--- src/verilog/scpi_parser_map.svh ---
// Character codes, limits and field widths for the command message parser
`ifndef SCPI_PARSER_MAP_SVH
`define SCPI_PARSER_MAP_SVH

`define CH_LF        8'h0a
`define CH_SPACE     8'h20
`define CH_COLON     8'h3a
`define CH_SEMI      8'h3b
`define CH_QUERY     8'h3f
`define CH_STAR      8'h2a
`define CH_COMMA     8'h2c
`define CH_CASE_BIT  8'h20
`define KW_SHORT_MAX 4'h4
`define KW_LONG_MIN  4'h5
`define KW_MAX_LEN   12
`define PATH_DEPTH   8

`endif

--- src/verilog/scpi_parser_pkg.sv ---
// Types shared by the command message parser
package scpi_parser_pkg;

	typedef enum logic [2:0] {
		ST_KEYWORD = 3'h0,
		ST_QUERY   = 3'h1,
		ST_PARAM   = 3'h3,
		ST_PDATA   = 3'h2,
		ST_DISCARD = 3'h6
	} parse_state_t;

	typedef enum logic [1:0] {
		PK_NONE    = 2'h0,
		PK_NUMERIC = 2'h1,
		PK_STRING  = 2'h2
	} param_kind_t;

endpackage

--- src/verilog/scpi_message_parser.sv ---
// Character-level parser for command program messages
`timescale 1ns/100ps
`include "scpi_parser_map.svh"

// Operation
// - A long form of four letters or fewer has its full spelling as its only short form.
// - A long form of five or more letters shortens to three letters if its fourth is a vowel, else four.
// - Any spelling that is neither the exact short form nor the full long form is an error.
// - Keyword matching ignores letter case.
// - Adjacent keywords are split by a colon and each colon descends one level, stopping at level PATH_DEPTH-1.
// - A question mark right after the final keyword makes the command a query.
// - A parameter follows the final keyword after a single space.
// - Message units in one message are split by semicolons and handled one after another.
// - A character received with end-of-line asserted terminates the message like a line feed.
// - A parameter is accepted as either a numeric value or a string token.
// - A terminator or a root-specifier colon returns the position to the root.
// - Line feed, or any character flagged end-of-line, is the terminator and ends every message.
// - After a semicolon a keyword without a leading colon resolves at the previous unit's level.
module scpi_message_parser #(
	parameter int KW_LEN     = `KW_MAX_LEN,
	parameter int PATH_DEPTH = `PATH_DEPTH
) (
	// Clock and reset
	input  wire logic                  clk_sys,
	input  wire logic                  rstn,
	// Character stream from the host interface
	input  wire logic                  char_valid,
	input  wire logic [7:0]            char_data,
	input  wire logic                  char_eol,
	// Keyword table lookup, one long form offered per keyword
	output logic [8*KW_LEN-1:0]        kw_text,
	output logic [3:0]                 kw_len,
	output logic [2:0]                 kw_level,
	input  wire logic [8*KW_LEN-1:0]   table_long_form,
	input  wire logic [3:0]            table_long_len,
	// Keyword results to command dispatch
	output logic                       kw_accept,
	output logic                       unit_done,
	output logic                       unit_query,
	output logic [1:0]                 unit_param_kind,
	output logic [7:0]                 param_char,
	output logic                       param_char_valid,
	output logic                       msg_done,
	// Status reporting
	output logic                       syntax_error
);

	function automatic logic [7:0] to_upper(input logic [7:0] c);
		return (c >= 8'h61 && c <= 8'h7a) ? (c & ~`CH_CASE_BIT) : c;
	endfunction

	function automatic logic is_letter(input logic [7:0] c);
		return (to_upper(c) >= 8'h41 && to_upper(c) <= 8'h5a);
	endfunction

	function automatic logic is_digit(input logic [7:0] c);
		return (c >= 8'h30 && c <= 8'h39);
	endfunction

	function automatic logic is_numeric_start(input logic [7:0] c);
		return is_digit(c) || c == 8'h2b || c == 8'h2d || c == 8'h2e;
	endfunction

	scpi_parser_pkg::parse_state_t state_q;
	logic [8*KW_LEN-1:0]           text_q;
	logic [3:0]                    len_q;
	logic [2:0]                    level_q;
	logic [2:0]                    unit_base_q;
	logic                          query_q;
	scpi_parser_pkg::param_kind_t  pkind_q;
	logic                          form_ok;
	logic                          term;
	logic                          sep;
	logic                          overflow;

	keyword_form_check #(
		.KW_LEN(KW_LEN)
	) u_form (
		.long_form(table_long_form),
		.long_len (table_long_len),
		.typed    (text_q),
		.typed_len(len_q),
		.match    (form_ok)
	);

	assign kw_text  = text_q;
	assign kw_len   = len_q;
	assign kw_level = level_q;

	// Line feed or any character flagged end-of-line ends the message
	assign term = char_valid && (char_eol || char_data == `CH_LF);
	assign sep  = char_data == `CH_COLON || char_data == `CH_SEMI
		|| char_data == `CH_SPACE || char_data == `CH_QUERY;
	assign overflow = len_q == 4'(KW_LEN);

	// Parse state
	always_ff @(posedge clk_sys or negedge rstn) begin
		if (!rstn) begin
			state_q <= scpi_parser_pkg::ST_KEYWORD;
		end else if (term) begin
			state_q <= scpi_parser_pkg::ST_KEYWORD;
		end else if (char_valid) begin
			case (state_q)
				scpi_parser_pkg::ST_KEYWORD: begin
					if (is_letter(char_data) || is_digit(char_data) || char_data == `CH_STAR) begin
						if (overflow)
							state_q <= scpi_parser_pkg::ST_DISCARD;
					end else if (sep && len_q != 4'h0 && !form_ok) begin
						state_q <= scpi_parser_pkg::ST_DISCARD;
					end else if (char_data == `CH_QUERY) begin
						state_q <= scpi_parser_pkg::ST_QUERY;
					end else if (char_data == `CH_SPACE && len_q != 4'h0) begin
						state_q <= scpi_parser_pkg::ST_PARAM;
					end else if (char_data == `CH_SPACE || char_data == `CH_SEMI
						|| char_data == `CH_COLON) begin
						state_q <= scpi_parser_pkg::ST_KEYWORD;
					end else begin
						state_q <= scpi_parser_pkg::ST_DISCARD;
					end
				end
				scpi_parser_pkg::ST_QUERY: begin
					if (char_data == `CH_SPACE)
						state_q <= scpi_parser_pkg::ST_PARAM;
					else if (char_data == `CH_SEMI)
						state_q <= scpi_parser_pkg::ST_KEYWORD;
					else
						state_q <= scpi_parser_pkg::ST_DISCARD;
				end
				scpi_parser_pkg::ST_PARAM: begin
					if (char_data == `CH_SEMI)
						state_q <= scpi_parser_pkg::ST_KEYWORD;
					else if (is_numeric_start(char_data) || is_letter(char_data))
						state_q <= scpi_parser_pkg::ST_PDATA;
					else
						state_q <= scpi_parser_pkg::ST_DISCARD;
				end
				scpi_parser_pkg::ST_PDATA: begin
					if (char_data == `CH_SEMI)
						state_q <= scpi_parser_pkg::ST_KEYWORD;
				end
				scpi_parser_pkg::ST_DISCARD: begin
					state_q <= scpi_parser_pkg::ST_DISCARD;
				end
				default: begin
					state_q <= scpi_parser_pkg::ST_DISCARD;
				end
			endcase
		end
	end

	// Keyword collection, folded to upper case before matching
	always_ff @(posedge clk_sys or negedge rstn) begin
		if (!rstn) begin
			text_q <= '0;
			len_q  <= 4'h0;
		end else if (term || (char_valid && (sep || state_q != scpi_parser_pkg::ST_KEYWORD))) begin
			text_q <= '0;
			len_q  <= 4'h0;
		end else if (char_valid && !overflow) begin
			text_q[8*len_q +: 8] <= to_upper(char_data);
			len_q                <= len_q + 4'h1;
		end
	end

	// Hierarchy position
	always_ff @(posedge clk_sys or negedge rstn) begin
		if (!rstn) begin
			level_q     <= 3'h0;
			unit_base_q <= 3'h0;
		end else if (term) begin
			level_q     <= 3'h0;
			unit_base_q <= 3'h0;
		end else if (char_valid && state_q == scpi_parser_pkg::ST_KEYWORD) begin
			if (char_data == `CH_COLON && len_q == 4'h0) begin
				// Root colon also resets the base a later semicolon returns to
				level_q     <= 3'h0;
				unit_base_q <= 3'h0;
			end else if (char_data == `CH_COLON && form_ok) begin
				// Depth saturates; deeper paths keep matching at the last level
				if (level_q != 3'(PATH_DEPTH - 1)) begin
					level_q     <= level_q + 3'h1;
					unit_base_q <= level_q + 3'h1;
				end else begin
					unit_base_q <= level_q;
				end
			end else if (char_data == `CH_SEMI) begin
				level_q <= unit_base_q;
			end
		end else if (char_valid && char_data == `CH_SEMI
			&& state_q != scpi_parser_pkg::ST_DISCARD) begin
			level_q <= unit_base_q;
		end
	end

	// Unit attributes
	always_ff @(posedge clk_sys or negedge rstn) begin
		if (!rstn) begin
			query_q <= 1'b0;
			pkind_q <= scpi_parser_pkg::PK_NONE;
		end else if (term || (char_valid && char_data == `CH_SEMI)) begin
			query_q <= 1'b0;
			pkind_q <= scpi_parser_pkg::PK_NONE;
		end else if (char_valid) begin
			if (state_q == scpi_parser_pkg::ST_KEYWORD && char_data == `CH_QUERY && form_ok)
				query_q <= 1'b1;
			if (state_q == scpi_parser_pkg::ST_PARAM)
				pkind_q <= is_numeric_start(char_data) ? scpi_parser_pkg::PK_NUMERIC
					: scpi_parser_pkg::PK_STRING;
		end
	end

	// Result strobes, one cycle after the deciding character
	always_ff @(posedge clk_sys or negedge rstn) begin
		if (!rstn) begin
			kw_accept        <= 1'b0;
			unit_done        <= 1'b0;
			unit_query       <= 1'b0;
			unit_param_kind  <= 2'h0;
			param_char       <= 8'h00;
			param_char_valid <= 1'b0;
			msg_done         <= 1'b0;
			syntax_error     <= 1'b0;
		end else begin
			kw_accept        <= char_valid && state_q == scpi_parser_pkg::ST_KEYWORD
				&& (sep || term) && len_q != 4'h0 && form_ok;
			unit_done        <= char_valid && (char_data == `CH_SEMI || term)
				&& state_q != scpi_parser_pkg::ST_DISCARD
				&& !(state_q == scpi_parser_pkg::ST_KEYWORD && len_q != 4'h0 && !form_ok);
			unit_query       <= query_q || (char_valid && char_data == `CH_QUERY);
			unit_param_kind  <= pkind_q;
			param_char       <= char_data;
			param_char_valid <= char_valid && !term && char_data != `CH_SEMI
				&& (state_q == scpi_parser_pkg::ST_PDATA
				|| (state_q == scpi_parser_pkg::ST_PARAM && char_data != `CH_SPACE));
			msg_done         <= term;
			// Error flagged once, on entry to discard or on a bad keyword at terminator
			syntax_error     <= char_valid && state_q != scpi_parser_pkg::ST_DISCARD
				&& ((state_q == scpi_parser_pkg::ST_KEYWORD && (sep || term)
				&& len_q != 4'h0 && !form_ok)
				|| (!term && state_q == scpi_parser_pkg::ST_KEYWORD && !sep
				&& !is_letter(char_data) && !is_digit(char_data) && char_data != `CH_STAR)
				|| (!term && state_q == scpi_parser_pkg::ST_KEYWORD && overflow && !sep)
				|| (!term && state_q == scpi_parser_pkg::ST_QUERY
				&& char_data != `CH_SPACE && char_data != `CH_SEMI)
				|| (!term && state_q == scpi_parser_pkg::ST_PARAM && char_data != `CH_SEMI
				&& !is_numeric_start(char_data) && !is_letter(char_data)));
		end
	end

endmodule

--- src/verilog/keyword_form_check.sv ---
// Decides whether a typed keyword is a legal short or long form of a table entry
`timescale 1ns/100ps
`include "scpi_parser_map.svh"

module keyword_form_check #(
	parameter int KW_LEN = `KW_MAX_LEN
) (
	// Candidate long form, upper case, left aligned, byte 0 first
	input  wire logic [8*KW_LEN-1:0] long_form,
	input  wire logic [3:0]          long_len,
	// Typed keyword, already folded to upper case
	input  wire logic [8*KW_LEN-1:0] typed,
	input  wire logic [3:0]          typed_len,
	// Verdict
	output logic                     match
);

	function automatic logic is_vowel(input logic [7:0] c);
		return c == 8'h41 || c == 8'h45 || c == 8'h49 || c == 8'h4f || c == 8'h55;
	endfunction

	logic [3:0] short_len;
	logic       prefix_ok;

	always_comb begin
		// Length of the short form from the long form
		if (long_len <= `KW_SHORT_MAX)
			short_len = long_len;
		else if (is_vowel(long_form[8*3 +: 8]))
			short_len = 4'h3;
		else
			short_len = 4'h4;
		prefix_ok = 1'b1;
		for (int i = 0; i < KW_LEN; i++) begin
			if (4'(i) < typed_len && typed[8*i +: 8] != long_form[8*i +: 8])
				prefix_ok = 1'b0;
		end
		// Only the exact short or full long length passes; truncations in between fail
		match = prefix_ok && typed_len != 4'h0
			&& (typed_len == short_len || typed_len == long_len);
	end

endmodule

--- config.mk ---
export PLATFORM = sky130hd
export DESIGN_NAME = scpi_message_parser
export DESIGN_NICKNAME = d
export VERILOG_FILES = /design/src/verilog/scpi_parser_pkg.sv /design/src/verilog/scpi_message_parser.sv /design/src/verilog/keyword_form_check.sv
export VERILOG_INCLUDE_DIRS = /design/src /design/src/verilog
export SDC_FILE = /design/constraint.sdc
export NUM_CORES = 1
export LEC_CHECK = 0
export ABC_AREA = 1
export BUFFER_PORTS_ARGS = -buffer_cell sky130_fd_sc_hd__buf_2
export CORE_UTILIZATION = 56
export CTS_BUF_LIST = sky130_fd_sc_hd__clkbuf_4 sky130_fd_sc_hd__clkbuf_8 sky130_fd_sc_hd__clkbuf_16
export CTS_CLUSTER_DIAMETER = 80
export DETAILED_ROUTE_END_ITERATION = 6
export PLACE_DENSITY = 0.84
export SETUP_SLACK_MARGIN = 0.15
export SYNTH_ARGS = -nofsm -noshare
export SYNTH_HDL_FRONTEND = slang
export SYNTH_SLANG_ARGS = --single-unit
export TNS_END_PERCENT = 1
--- constraint.sdc ---
create_clock -name clk_sys -period 6.6 [get_ports clk_sys]
set_input_delay 0.66 -clock clk_sys [delete_from_list [all_inputs] [get_ports clk_sys]]
set_output_delay 0.66 -clock clk_sys [all_outputs]
set_load 0.005 [all_outputs]
==> out/qor.txt <==
Run status: complete, no violations
Slew @ Worst Pin: 0.935 ns
Longest Clk Path Bufs: 2
Final Critical Period: 3.28 ns
Routed len/inst: 15.8 um
Via count: 7778
Slack of the worst reg-to-reg path: 3.32 ns
Initial antenna violation count: 0
Initial DRC count: 762
Crit Path Class: reg -> reg
Num rows: 42
Static Leakage: 4.74 nW
FF-to-FF End: kw_text[68]$_DFFE_PN0P_
Slew headroom: 37.7%
Most frequent cell after synthesis: nand2_1
Number of global-route vias before repair: 7226
Die height: 118 um
Cells along the critical path: inv_2 -> ha_1 -> nand2_1 -> o211ai_1 -> nor2_1 -> nand2_1 -> nor4_1 -> nand2_1 -> o21ai_0
R2r startpoint: kw_len[0]$_DFFE_PN0P_
Layout cell share with drive strength beyond 1: 25.1%
DIE WIDTH: 118 um
Synth area leader: dfrtp_1
Crit-path leading delay family: simple AND/OR/NAND/NOR gates
Worst vdd ir: 0.000235 V
Top cells by count, synth: nand2_1, dfrtp_1, inv_1
Largest cells by area after synthesis: dfrtp_1, nand2_1, xnor2_1, nand3_1, inv_1
CP required: 6.93 ns
Register area share after synthesis: 42.4%
Worst EP arrival: 3.61 ns
Input/output buffers: 230
DRC: 0
Total CTS buffers: 17
Layout net count: 1351
Clock insertion delay at the later pin of the skew report: 0.43 ns
Grt ovf: 0
Switching portion of total power: 35.2%
Crit-path max FO: 17
Synthesized area per cell: 7.53 sq um
Hold Violations, Final: 0
Reg clk slew, reported paths: 0.06 ns
Root Buffer: clkbuf_16
Fin cells: 1423
IO Pins: 231
Total GRT Usage: 33.1%
Final Cycle Share: 49.7%
Crit-path slowest cell: dfrtp_1
R2R cell count: 9
CTS sink cnt: 128
Clk_skew: 0.00560 ns
Max-slew violation count: 0
CP most frequent cell: nand2_1
First-pass GRT wire length: 36200 um
Sequential power share: 34.7%
Setup TNS: 0 ns
Ys Warns: 0
Worst path bufs/invs: 1
RSZ-0062 raised after global routing: no
Ant diodes: 0
Startpoint types: flop
Post-route ant nets: 0
Ys async rst share: 100%
Max-cap violation count: 0
Gate Count Post-Synth: 1003
Final GP Congestion: 0.968
Placed wire-length estimate: 16700 um
Starting Density: 57.3%
Synthesized Nets: 1120
Crit path capture type: flop
Placed Area: 0.00883 sq mm
Area grow syn2layout: 25.0%
P_sw: 0.911 mW
CTS tree: done
Design Area, Final: 0.00945 sq mm
Synth top area share: 42.4%
Int Power: 1.68 mW
Area of the die: 0.0140 sq mm
Largest stage delay, worst path: 0.76 ns
Final Setup Violations: 0
Hold_buf cts: 0
WL final: 22500 um
Mapped Area: 0.00755 sq mm
DRT Pass-1 Iters: 6
Largest net degree at the start of global routing: 74
Combinational group share of total power: 27.8%
Ys flop type: dfrtp_1
Routed vias/inst: 5.47
Placed insts: 1391
Post-CTS Repair Setup Buffers: 0
H-tree levels: 4
Post-synth EDFFs: 0
Flops & latches, synth: 128
Core ar.: 0.0132 sq mm
F_max: 0.305 GHz
Clock power frac: 37.5%
PD cells: 274 mW/mm^2
Hold Path Class: in -> async
Post-CTS sizing: 0
Synth unique cells: 40
## power groups by stage
stage          clock (mW)  sequential [mW]  combinational (mW)
2_1_floorplan           0            0.889               0.512
3_3_place_gp            0            0.909               0.693
3_5_place_dp            0            0.909               0.702
4_1_cts             0.974            0.895               0.706
5_1_grt              1.01            0.903               0.799
6_report            0.972            0.898               0.721
## routing by layer
layer	up-vias	global-route usage (%)	wire (um)
li1	3727	-	-
met1	3594	42.1	9060
met2	384	54.3	10800
met3	73	7.38	1910
met4	0	14.3	697
met5	-	0	0
## cell type report
| type | instances | area, sq um |
|---|---|---|
| Fill cell | 1076 | 3740 |
| Inverter | 125 | 469 |
| Tap cell | 176 | 220 |
| Clock inverter | 10 | 134 |
| Timing Repair Buffer | 231 | 1160 |
| Sequential cell | 128 | 3200 |
| Clock buffer | 22 | 482 |
| Multi-Input combinational cell | 731 | 3780 |
## registers in the layout (all words and copies together) (netlist names)
register          count
kw_accept             1
kw_len                4
kw_level              3
kw_text              96
msg_done              1
param_char            8
param_char_valid      1
pkind_q               2
query_q               1
state_q               3
syntax_error          1
unit_base_q           3
unit_done             1
unit_param_kind       2
unit_query            1
## cell families after synthesis
group           synth area share [%]
simple gates                    29.9
buf+inv                         7.60
compound gates                  10.4
flops                           42.4
xor+xnor                        8.70
fa+ha+maj                      0.828
mux                            0.149
## worst max-delay path by stage
stage	depth (start not counted)	startpoint	end	slack, ns
after detailed placement	15	char_data[0]	kw_text[15]$_DFFE_PN0P_	3.31
after CTS	9	kw_len[0]$_DFFE_PN0P_	kw_text[68]$_DFFE_PN0P_	3.51
after floorplan	11	kw_len[1]$_DFFE_PN0P_	kw_text[93]$_DFFE_PN0P_	4.31
after global placement	15	char_data[1]	kw_text[15]$_DFFE_PN0P_	3.33
final	9	kw_len[0]$_DFFE_PN0P_	kw_text[68]$_DFFE_PN0P_	3.32
after global routing	9	kw_len[0]$_DFFE_PN0P_	kw_text[68]$_DFFE_PN0P_	3.19
## cell usage in the layout, fill, tap and decap left out, types with 3 or more instances in the layout
master | Yosys | final
dfrtp_1 | 128 | 128
o22ai_1 | 8 | 8
nand2_2 | 8 | 8
inv_1 | 113 | 113
xor2_1 | 10 | 10
clkbuf_16 | 0 | 17
bufinv_16 | 0 | 3
o21ai_1 | 54 | 54
a21oi_1 | 18 | 18
clkinv_2 | 0 | 4
nor3_1 | 18 | 18
ha_1 | 5 | 5
buf_2 | 9 | 229
nand2_1 | 251 | 251
o21ai_0 | 21 | 21
nand4_1 | 17 | 17
a31oi_1 | 3 | 3
nor2_1 | 96 | 96
nor2_2 | 7 | 7
o31ai_1 | 13 | 13
nand3_1 | 97 | 97
o32ai_1 | 7 | 7
inv_2 | 11 | 11
or2_2 | 12 | 12
xnor2_1 | 65 | 65
o211ai_1 | 3 | 3
clkbuf_8 | 0 | 3
## through the flow
step / worst slack [ns] / total power, mW / hold slack [ns] / util [%]
finish: 3.32 / 2.59 / 0.345 / 71.6
global placement: 3.33 / 1.60 / 0.373 / 66.9
floorplan: 4.31 / 1.40 / 0.350 / -
CTS: 3.51 / 2.58 / 0.386 / 71.6
detailed placement: 3.31 / 1.61 / 0.374 / 66.9
global route: 3.19 / 2.71 / 0.389 / 71.6
No activity file was read; power rests on OpenSTA's default activity.
